File: src/verilog/ssi_pkg.sv
`default_nettype none
package ssi_pkg;
    // ==================================================
    // mode select codes
    localparam logic [3:0] MODE_SLV7 = 4'h6;
    localparam logic [3:0] MODE_SLV10 = 4'h7;
    localparam logic [3:0] MODE_MST_IDLE = 4'hB;
    localparam logic [3:0] MODE_SLV7_SP = 4'hE;
    localparam logic [3:0] MODE_SLV10_SP = 4'hF;
    // ==================================================
    // byte framing
    localparam logic [3:0] BITS_PER_BYTE = 4'h8;
    localparam logic [4:0] TEN_BIT_PREFIX = 5'h1E; // 11110 a9 a8 rw
    localparam logic [6:0] GENERAL_CALL = 7'h00;
    localparam int FIFO_WIDTH = 8;
    localparam int FIFO_DEPTH = 32;
    // ==================================================
    // values after reset
    localparam logic [7:0] SHIFT_RST = 8'h00;
    localparam logic [3:0] CNT_RST = 4'h0;
    // ==================================================
    // grouped carriers
    typedef struct packed {
        logic port_enable;
        logic [3:0] mode_select;
    } ssi_ctrl_type;
    typedef struct packed {
        logic start_seen;
        logic stop_seen;
        logic read_write;
        logic update_address;
    } ssi_status_type;
    localparam ssi_status_type STATUS_RST = 4'h0;
endpackage
`default_nettype wire

File: src/verilog/ssi_slave.sv
`timescale 1ns/1ps
`default_nettype none

// ==================================================
// receive fifo with a registered head stage
module ssi_fifo #(
    parameter int WIDTH = 8,
    parameter int DEPTH = 32
) (
    input wire logic clk,
    input wire logic rst,
    input wire logic in_valid,
    input wire logic [WIDTH-1:0] in_data,
    output logic in_ready,
    output logic out_valid,
    output logic [WIDTH-1:0] out_data,
    input wire logic out_ready
);
    localparam int AW = $clog2(DEPTH);
    logic [WIDTH-1:0] mem [DEPTH]; // storage, depth must be a power of two
    logic [AW-1:0] wr_r, wr_nxt, rd_r, rd_nxt;
    logic [AW:0] cnt_r, cnt_nxt;
    logic full_r, full_nxt, ov_r, ov_nxt;
    logic [WIDTH-1:0] od_r, od_nxt;
    logic push, load;

    // next pointers, count and head stage
    always_comb begin
        push = in_valid && !full_r;
        load = (cnt_r != '0) && (!ov_r || out_ready);
        wr_nxt = push ? wr_r + 1'b1 : wr_r;
        rd_nxt = load ? rd_r + 1'b1 : rd_r;
        cnt_nxt = cnt_r + {{AW{1'b0}}, push} - {{AW{1'b0}}, load};
        // the head stage holds a word too, so it counts toward full
        full_nxt = (cnt_nxt + {{AW{1'b0}}, ov_nxt}) == (AW+1)'(DEPTH);
        ov_nxt = load ? 1'b1 : (out_ready ? 1'b0 : ov_r);
        od_nxt = load ? mem[rd_r] : od_r;
    end

    // registers only; memory carries no reset
    always_ff @(posedge clk) begin
        if (push) begin
            mem[wr_r] <= in_data;
        end
        if (rst) begin
            wr_r <= '0;
            rd_r <= '0;
            cnt_r <= '0;
            full_r <= 1'b0;
            ov_r <= 1'b0;
            od_r <= '0;
        end else begin
            wr_r <= wr_nxt;
            rd_r <= rd_nxt;
            cnt_r <= cnt_nxt;
            full_r <= full_nxt;
            ov_r <= ov_nxt;
            od_r <= od_nxt;
        end
    end

    assign in_ready = !full_r;
    assign out_valid = ov_r;
    assign out_data = od_r;
endmodule // ssi_fifo

// ==================================================
// Overview of operation
// - match 7/10-bit own address, ignore general call
// - four-bit mode picks slave or master-idle flavours
// - pattern 1011 means firmware master, slave idle
// - port enable gates everything but the start/stop irq
// - pins open-drain only when directions are inputs
// - transmitter overrides data pin when driving
// - auto acknowledge, then load buffer from shifter
// - full or overflow: no ack, no load, irq
// - reading frees buffer; overflow cleared by software
// - after start, sample eight bits on clock rise
// - compare address bits at eighth falling edge
// - matched byte loads, acks, irq at ninth fall
// - ten-bit first byte is 11110 a9 a8 rw; rw 1 accepted only after a ten-bit match
// - ten-bit write address bytes set update flag, hold clock
// - write address clears read_write, buffers address
// - every byte but a foreign address or a master-nacked read raises irq; software clears it
// - read address sets read_write, acks, holds clock
// - buffer write loads shifter; release frees clock
// - transmit bits change on falling clock edges
// - master nack resets slave, waits new start
// - start/stop flags cleared on reset or disable
module ssi_slave
    import ssi_pkg::*;
#(
    parameter int DEPTH = FIFO_DEPTH
) (
    input wire logic clk,
    input wire logic rst,
    input wire ssi_ctrl_type ctrl,
    input wire logic dir_scl,
    input wire logic dir_sda,
    input wire logic [7:0] own_addr_wdata,
    input wire logic own_addr_wr,
    input wire logic [7:0] buf_wdata,
    input wire logic buf_wr,
    input wire logic rx_ready,
    input wire logic clock_release_set,
    input wire logic irq_clr,
    input wire logic overflow_clr,
    input wire logic scl_i,
    input wire logic sda_i,
    output logic scl_o,
    output logic scl_oe_n,
    output logic sda_o,
    output logic sda_oe_n,
    output logic rx_valid,
    output logic [7:0] rx_data,
    output logic buffer_full,
    output logic receive_overflow,
    output logic clock_release,
    output logic serial_irq_flag,
    output ssi_status_type status
);
    typedef enum logic [2:0] {
        st_idle, st_wait, st_rx, st_ack, st_tx, st_txack
    } ssi_state_type;

    // ==================================================
    // pin synchronisers and edge finders
    logic [2:0] scl_r, sda_r; // [0] is first stage only
    logic scl_rise, scl_fall, start_det, stop_det;
    always_ff @(posedge clk) begin
        if (rst) begin
            scl_r <= 3'h7;
            sda_r <= 3'h7;
        end else begin
            scl_r <= {scl_r[1:0], scl_i};
            sda_r <= {sda_r[1:0], sda_i};
        end
    end
    // edges look at stages 1 and 2 only
    always_comb begin
        scl_rise = scl_r[1] && !scl_r[2];
        scl_fall = !scl_r[1] && scl_r[2];
        start_det = scl_r[1] && scl_r[2] && !sda_r[1] && sda_r[2];
        stop_det = scl_r[1] && scl_r[2] && sda_r[1] && !sda_r[2];
    end

    // ==================================================
    // receive buffer
    logic push_r, push_nxt, fifo_rdy;
    logic [7:0] sh_r, sh_nxt; // bit_shifter
    ssi_fifo #(.WIDTH(FIFO_WIDTH), .DEPTH(DEPTH)) u_fifo (
        .clk(clk),
        .rst(rst),
        .in_valid(push_r),
        .in_data(sh_r),
        .in_ready(fifo_rdy),
        .out_valid(rx_valid),
        .out_data(rx_data),
        .out_ready(rx_ready) // popping frees room
    );
    assign buffer_full = !fifo_rdy; // straight from the fifo flag

    // ==================================================
    // protocol state
    ssi_state_type st_r, st_nxt;
    logic [3:0] cnt_r, cnt_nxt;
    logic [7:0] own_r, own_nxt;
    logic first_r, first_nxt; // next byte is first address byte
    logic low_r, low_nxt; // next byte is ten-bit low address
    logic ten_r, ten_nxt; // ten-bit address matched this frame
    logic ack_r, ack_nxt, tx_r, tx_nxt, adr_r, adr_nxt, ua_ev_r, ua_ev_nxt;
    logic irq_r, irq_nxt, ovf_r, ovf_nxt, ckp_r, ckp_nxt;
    ssi_status_type stat_r, stat_nxt;
    logic sda_drv_nxt, scl_drv_nxt, sda_oe_n_r, scl_oe_n_r;
    logic en, slv, sp_mode, ten_mode, m7, rw;

    // next-state logic for the whole slave
    always_comb begin
        en = ctrl.port_enable;
        ten_mode = ctrl.mode_select == MODE_SLV10
            || ctrl.mode_select == MODE_SLV10_SP;
        slv = ten_mode || ctrl.mode_select == MODE_SLV7
            || ctrl.mode_select == MODE_SLV7_SP; // idle in 1011
        sp_mode = ctrl.mode_select == MODE_SLV7_SP
            || ctrl.mode_select == MODE_SLV10_SP
            || ctrl.mode_select == MODE_MST_IDLE;
        // general call never matches
        m7 = sh_r[7:1] == own_r[7:1] && sh_r[7:1] != GENERAL_CALL;
        rw = sh_r[0];
        st_nxt = st_r;
        cnt_nxt = cnt_r;
        sh_nxt = sh_r;
        own_nxt = own_addr_wr ? own_addr_wdata : own_r;
        first_nxt = first_r;
        low_nxt = low_r;
        ten_nxt = ten_r;
        ack_nxt = ack_r;
        tx_nxt = tx_r;
        adr_nxt = adr_r;
        ua_ev_nxt = 1'b0;
        push_nxt = 1'b0;
        stat_nxt = stat_r;
        irq_nxt = irq_r && !irq_clr;
        ovf_nxt = ovf_r && !overflow_clr; // software only
        ckp_nxt = ckp_r || clock_release_set;
        if (own_addr_wr) begin
            stat_nxt.update_address = 1'b0; // releases clock
        end
        case (st_r)
            st_idle, st_wait: begin
                // nothing to do until a start shows up
            end
            st_rx: begin
                if (scl_rise) begin
                    sh_nxt = {sh_r[6:0], sda_r[2]};
                    cnt_nxt = cnt_r + 4'h1;
                end else if (scl_fall && cnt_r == BITS_PER_BYTE) begin
                    // eighth fall: decide ack
                    adr_nxt = first_r || low_r;
                    tx_nxt = 1'b0;
                    if (first_r && ten_mode) begin
                        // own_r holds 11110 a9 a8 here
                        ack_nxt = m7 && sh_r[7:3] == TEN_BIT_PREFIX
                            && (!rw || ten_r);
                        tx_nxt = rw;
                    end else if (first_r) begin
                        ack_nxt = m7;
                        tx_nxt = rw;
                    end else if (low_r) begin
                        ack_nxt = sh_r == own_r;
                    end else begin
                        ack_nxt = 1'b1;
                    end
                    if (!ack_nxt && adr_nxt) begin
                        st_nxt = st_wait; // not addressed
                    end else begin
                        // busy buffer withholds ack
                        ack_nxt = !buffer_full && !ovf_r;
                        st_nxt = st_ack;
                    end
                end
            end
            st_ack: begin
                if (scl_fall) begin
                    irq_nxt = 1'b1; // ninth fall
                    cnt_nxt = CNT_RST;
                    first_nxt = 1'b0;
                    low_nxt = 1'b0;
                    st_nxt = st_rx;
                    if (ack_r) begin
                        push_nxt = 1'b1;
                        if (adr_r) begin
                            stat_nxt.read_write = tx_r;
                        end
                        if (adr_r && ten_mode && !tx_r) begin
                            ua_ev_nxt = 1'b1;
                            low_nxt = first_r;
                            ten_nxt = low_r;
                        end
                        if (tx_r) begin
                            ckp_nxt = 1'b0; // stretch
                            st_nxt = st_tx;
                        end
                    end else begin
                        if (buffer_full) begin
                            ovf_nxt = 1'b1; // set wins
                        end
                        if (adr_r) begin
                            st_nxt = st_wait;
                        end
                    end
                end
            end
            st_tx: begin
                if (scl_fall && ckp_r) begin
                    sh_nxt = {sh_r[6:0], 1'b1};
                    cnt_nxt = cnt_r + 4'h1;
                    if (cnt_r == BITS_PER_BYTE - 4'h1) begin
                        st_nxt = st_txack;
                    end
                end
            end
            st_txack: begin
                if (scl_rise && sda_r[2]) begin
                    st_nxt = st_wait; // master nack
                    stat_nxt.read_write = 1'b0;
                    stat_nxt.update_address = 1'b0;
                end else if (scl_fall) begin
                    irq_nxt = 1'b1;
                    ckp_nxt = 1'b0; // hold for next byte
                    cnt_nxt = CNT_RST;
                    st_nxt = st_tx;
                end
            end
            default: st_nxt = st_idle;
        endcase
        if (buf_wr) begin
            sh_nxt = buf_wdata;
        end
        if (ua_ev_r) begin
            stat_nxt.update_address = 1'b1; // set wins over the address-write and nack clears; disable still clears it
        end
        if (start_det) begin
            stat_nxt.start_seen = 1'b1;
            stat_nxt.stop_seen = 1'b0;
            st_nxt = slv ? st_rx : st_idle;
            cnt_nxt = CNT_RST;
            first_nxt = 1'b1;
            low_nxt = 1'b0;
        end
        if (stop_det) begin
            stat_nxt.stop_seen = 1'b1;
            stat_nxt.start_seen = 1'b0;
            st_nxt = st_idle;
            ten_nxt = 1'b0;
        end
        if ((start_det || stop_det) && sp_mode) begin
            irq_nxt = 1'b1;
        end
        if (!en) begin
            // disable clears the bus view
            st_nxt = st_idle;
            stat_nxt = STATUS_RST;
            ten_nxt = 1'b0;
        end
        // pin drive, only as open drain
        sda_drv_nxt = (st_nxt == st_ack && ack_nxt)
            || (st_nxt == st_tx && !sh_nxt[7]);
        scl_drv_nxt = (st_nxt == st_tx && !ckp_nxt)
            || stat_nxt.update_address;
        sda_drv_nxt = sda_drv_nxt && en && dir_sda;
        scl_drv_nxt = scl_drv_nxt && en && dir_scl;
    end

    // register every piece of state
    always_ff @(posedge clk) begin
        if (rst) begin
            st_r <= st_idle;
            cnt_r <= CNT_RST;
            sh_r <= SHIFT_RST;
            own_r <= SHIFT_RST;
            first_r <= 1'b0;
            low_r <= 1'b0;
            ten_r <= 1'b0;
            ack_r <= 1'b0;
            tx_r <= 1'b0;
            adr_r <= 1'b0;
            ua_ev_r <= 1'b0;
            push_r <= 1'b0;
            stat_r <= STATUS_RST;
            irq_r <= 1'b0;
            ovf_r <= 1'b0;
            ckp_r <= 1'b0;
            sda_oe_n_r <= 1'b1;
            scl_oe_n_r <= 1'b1;
        end else begin
            st_r <= st_nxt;
            cnt_r <= cnt_nxt;
            sh_r <= sh_nxt;
            own_r <= own_nxt;
            first_r <= first_nxt;
            low_r <= low_nxt;
            ten_r <= ten_nxt;
            ack_r <= ack_nxt;
            tx_r <= tx_nxt;
            adr_r <= adr_nxt;
            ua_ev_r <= ua_ev_nxt;
            push_r <= push_nxt;
            stat_r <= stat_nxt;
            irq_r <= irq_nxt;
            ovf_r <= ovf_nxt;
            ckp_r <= ckp_nxt;
            sda_oe_n_r <= !sda_drv_nxt;
            scl_oe_n_r <= !scl_drv_nxt;
        end
    end

    // open-drain outputs always pull low when enabled
    always_ff @(posedge clk) begin
        scl_o <= 1'b0;
        sda_o <= 1'b0;
    end
    assign scl_oe_n = scl_oe_n_r;
    assign sda_oe_n = sda_oe_n_r;
    assign receive_overflow = ovf_r;
    assign clock_release = ckp_r;
    assign serial_irq_flag = irq_r;
    assign status = stat_r;
endmodule // ssi_slave
`default_nettype wire

File: config.mk
export PLATFORM = sky130hd
export DESIGN_NAME = ssi_slave
export DESIGN_NICKNAME = d
export VERILOG_FILES = /design/src/verilog/ssi_pkg.sv /design/src/verilog/ssi_slave.sv
export SDC_FILE = /design/constraint.sdc
export NUM_CORES = 1
export LEC_CHECK = 0
export BUFFER_PORTS_ARGS = -buffer_cell sky130_fd_sc_hd__buf_2
export CELL_PAD_IN_SITES_DETAIL_PLACEMENT = 1
export CELL_PAD_IN_SITES_GLOBAL_PLACEMENT = 1
export CORE_ASPECT_RATIO = 0.5
export CORE_MARGIN = 2
export CORE_UTILIZATION = 36
export CTS_CLUSTER_DIAMETER = 50
export DETAILED_ROUTE_END_ITERATION = 10
export PLACE_DENSITY = 0.69
export SLEW_MARGIN = 10
export SYNTH_ARGS = -nofsm -noshare
export SYNTH_HDL_FRONTEND = slang
export SYNTH_SLANG_ARGS = --single-unit
export TNS_END_PERCENT = 50
File: constraint.sdc
create_clock -name clk -period 4.3 [get_ports clk]
set_input_delay 1.075 -clock clk [delete_from_list [all_inputs] [get_ports clk]]
set_output_delay 1.075 -clock clk [all_outputs]
set_load 0.02 [all_outputs]
==> impl_metrics.tcl <==
set metrics [dict create \
    vias 7386 \
    design.core.area_sq_mm 0.0372 \
    cp.arrival_ps 3410 \
    grt_usage 0.160 \
    cts_hold_buf 0 \
    fp.dieH_um 141 \
    nets 932 \
    drc 0 \
    ys_seq_elements 328 \
    r2r-start "u_fifo.cnt_r[4]" \
    synth_xor_area_frac 0.0130 \
    synthSimpleGateAreaFrac 0.0768 \
    ys_seq_area_frac 0.677 \
    root_buffer "clkbuf_16" \
    cts.clk_slew.worst_paths_ps 60 \
    power_mw 8.46 \
    fill_cells 3717 \
    multiInputGateArea_sq_mm 0.00409 \
    holdPathStages 1 \
    p_per_area_mw_per_mm2 550 \
    io-pin-count 54 \
    clk_path_buf_depth 3 \
    wl_per_cell_um 22.3 \
    finalSetupViolCount 0 \
    grt-ovfl-total 0 \
    first_global_vias 7728 \
    ant_nets 0 \
    synthMuxAreaShare 0.158 \
    hold_viol_final 0 \
    synth_edf_count 256 \
    syn-cell-area_sq_mm 0.0135 \
    regArea_sq_mm 0.00913 \
    timing.fmax_mhz 340 \
    drt_first_pass_iters 4 \
    leakagePower_nw 5.07 \
    grt_max_degree 38 \
    synthCells 816 \
    syn2layout_area_growth_pct 14.1 \
    insertion_delay_ps 590 \
    cts_tree "built" \
    cp_max_fo 3 \
    start_util 0.363 \
    worstMarginPinSlew_ps 1020 \
    numCtsBuffers 31 \
    cts.sinks 328 \
    min_from "scl_r[0]" \
    yosys_warnings 0 \
    ir_worst_vdd_uv 298 \
    max-slew-margin-rel 0.321 \
    worstHoldPathType "register to register" \
    postSynthAreaPerCell_sq_um 16.5 \
    clock_skew_ps 22.4 \
    yosys.area_share.adder 0.0191 \
    r2r_slack_ps 1350 \
    synth-main-ff-cell "edfxtp_1" \
    regToRegEndpoint "u_fifo.full_r" \
    endpoint_kind "register" \
    core.rowCount 50 \
    yosysUniqueCellTypes 66 \
    wirelength_um 31200 \
    cp-start-kind "register" \
    dp.cells 1340 \
    rr_worst_depth 14 \
    cp-startpoint "u_fifo.cnt_r[4]" \
    maxCapViolCount 0 \
    worstPathRequired_ps 4770 \
    die_area_sq_mm 0.0391 \
    grt_antenna_before_repair 0 \
    die_w_um 278 \
    rsz0062_at_grt "false" \
    drv_slew 0 \
    dp_hpwl_um 21000 \
    drive_gt1_frac 0.236 \
    critPathBufInv 2 \
    first_iter_violations 552 \
    final.setup.tns_ps 0 \
    worstPathCellList "inv_1 -> ha_1 -> and4_1 -> a21oi_2 -> ha_1 -> inv_1 -> ha_1 -> fa_1 -> a21oi_1 -> o21bai_1 -> xor2_1 -> xnor2_1 -> a31o_1 -> and3_1" \
    outcome "finished, final reports clean" \
    io_buffers 51 \
    cp_slowest_cell "fa_1" \
    crit_family "adder cells" \
    synth_top_family_by_area "multiplexers" \
    period_needed_ps 2950 \
    cp_common_cell "ha_1" \
    antennaDiodeCount 0 \
    via_per_inst 5.28 \
    grt_pass1_wl_um 47900 \
    finalCritPeriodShare 0.685 \
    stdcell_count 1398 \
    htreeDepth 1 \
    cts_resized 0 \
    hold_end "scl_r[1]" \
    crit_type "register to register" \
    synth_compound_area_frac 0.0352 \
    cpPeakStageDelay_ps 440 \
    postSynth.asyncResetShare 0 \
    cts_setup_buffers 0 \
    gp_congestion 0.817 \
]
[area by class of cell]
type	instances	area share
clock buffer	46	0.0580
clock inverter	12	0.0119
inverter	21	0.00512
multi-input combinational	429	0.266
sequential	328	0.594
tap	494	0.0402
timing repair buffer	68	0.0257
[worst max-delay path by stage]
stage                          to  slack (ps)  cells after the start
finish              u_fifo.full_r        1350                     14
detailed placement  u_fifo.full_r         860                     13
global route        u_fifo.full_r        1130                     13
global placement    u_fifo.full_r         940                     13
floorplan           u_fifo.full_r         800                     12
CTS                 u_fifo.full_r        1320                     13
[routing by layer]
layer / vias to the layer above / GRT usage / wire, um
met3: 40 / 0.0234 / 1350
met5: - / 0 / 0
met2: 178 / 0.260 / 14900
met4: 0 / 0.0444 / 738
met1: 3866 / 0.227 / 14300
li1: 3302 / - / -
[power by group]
| part | switching, mW | total (mW) | internal, mW | leakage (nW) |
|---|---|---|---|---|
| logic | 0.978 | 1.93 | 0.955 | 1.59 |
| registers | 0.142 | 3.65 | 3.51 | 2.96 |
| clock network | 1.19 | 2.87 | 1.68 | 0.522 |
| total | 2.31 | 8.46 | 6.14 | 5.07 |
[cells in the final DEF, fill, tap and decap left out, types with 19 or more instances in the layout]
master / n
clkbuf_16: 31
mux4_2: 80
mux2i_1: 26
edfxtp_1: 256
nor2_1: 92
buf_2: 51
nand2_1: 23
dfxtp_1: 70
ha_1: 19
inv_1: 21
a21oi_1: 19
[state kept, by name (all words and copies together) (netlist names), 3 cells and up]
| signal | cells |
|---|---|
| u_fifo.cnt_r | 6 |
| u_fifo.rd_r | 5 |
| cnt_r | 4 |
| own_r | 8 |
| u_fifo.mem | 256 |
| u_fifo.wr_r | 5 |
| status | 4 |
| u_fifo.out_data | 8 |
| sh_r | 8 |
| scl_r | 3 |
| sda_r | 3 |
| st_r | 3 |
[cells by family after synthesis]
| family | after synthesis |
|---|---|
| AO/OA/AOI/OAI | 70 |
| XOR/XNOR | 20 |
| adder cells (fa/ha/maj) | 20 |
| buffers and inverters | 60 |
| flip-flops | 328 |
| multiplexers | 112 |
| other | 1 |
| AND/OR/NAND/NOR | 205 |
[metrics by stage]
step	hold WS [ps]	util	setup WS (ps)	area (sq um)
final	412	0.414	1350	15400
after global routing	437	0.414	1130	15400
after CTS	412	0.414	1320	15400
after detailed placement	398	0.385	865	14300
after global placement	403	0.385	941	14300
after floorplan	389	-	804	13500
[synthesized netlist by cell type (3+ instances only)]
master	instances	area [sq um]
nand2b_1	8	50.1
mux2i_1	26	260
dfxtp_1	72	1440
nand4_1	4	25.0
or2_2	8	50.1
mux2_1	6	67.6
inv_1	21	78.8
nor2_1	92	345
mux4_2	80	1800
xor2_1	8	70.1
o2111ai_1	3	26.3
nor3_1	11	55.1
a21oi_1	20	100
nand3b_1	5	37.5
o21ai_0	6	30.0
nor2b_1	13	81.3
nor4_1	4	25.0
a31oi_1	4	25.0
ha_1	19	238
and3b_1	3	26.3
clkbuf_1	20	75.1
edfxtp_1	256	7690
a211oi_1	11	82.6
xnor2_1	12	105
buf_4	3	22.5
buf_2	8	40.0
a21o_1	3	22.5
buf_6	5	56.3
nand3_1	9	45.0
nand2_1	23	86.3
buf_1	3	11.3
Power figures use the tool's default switching activity.
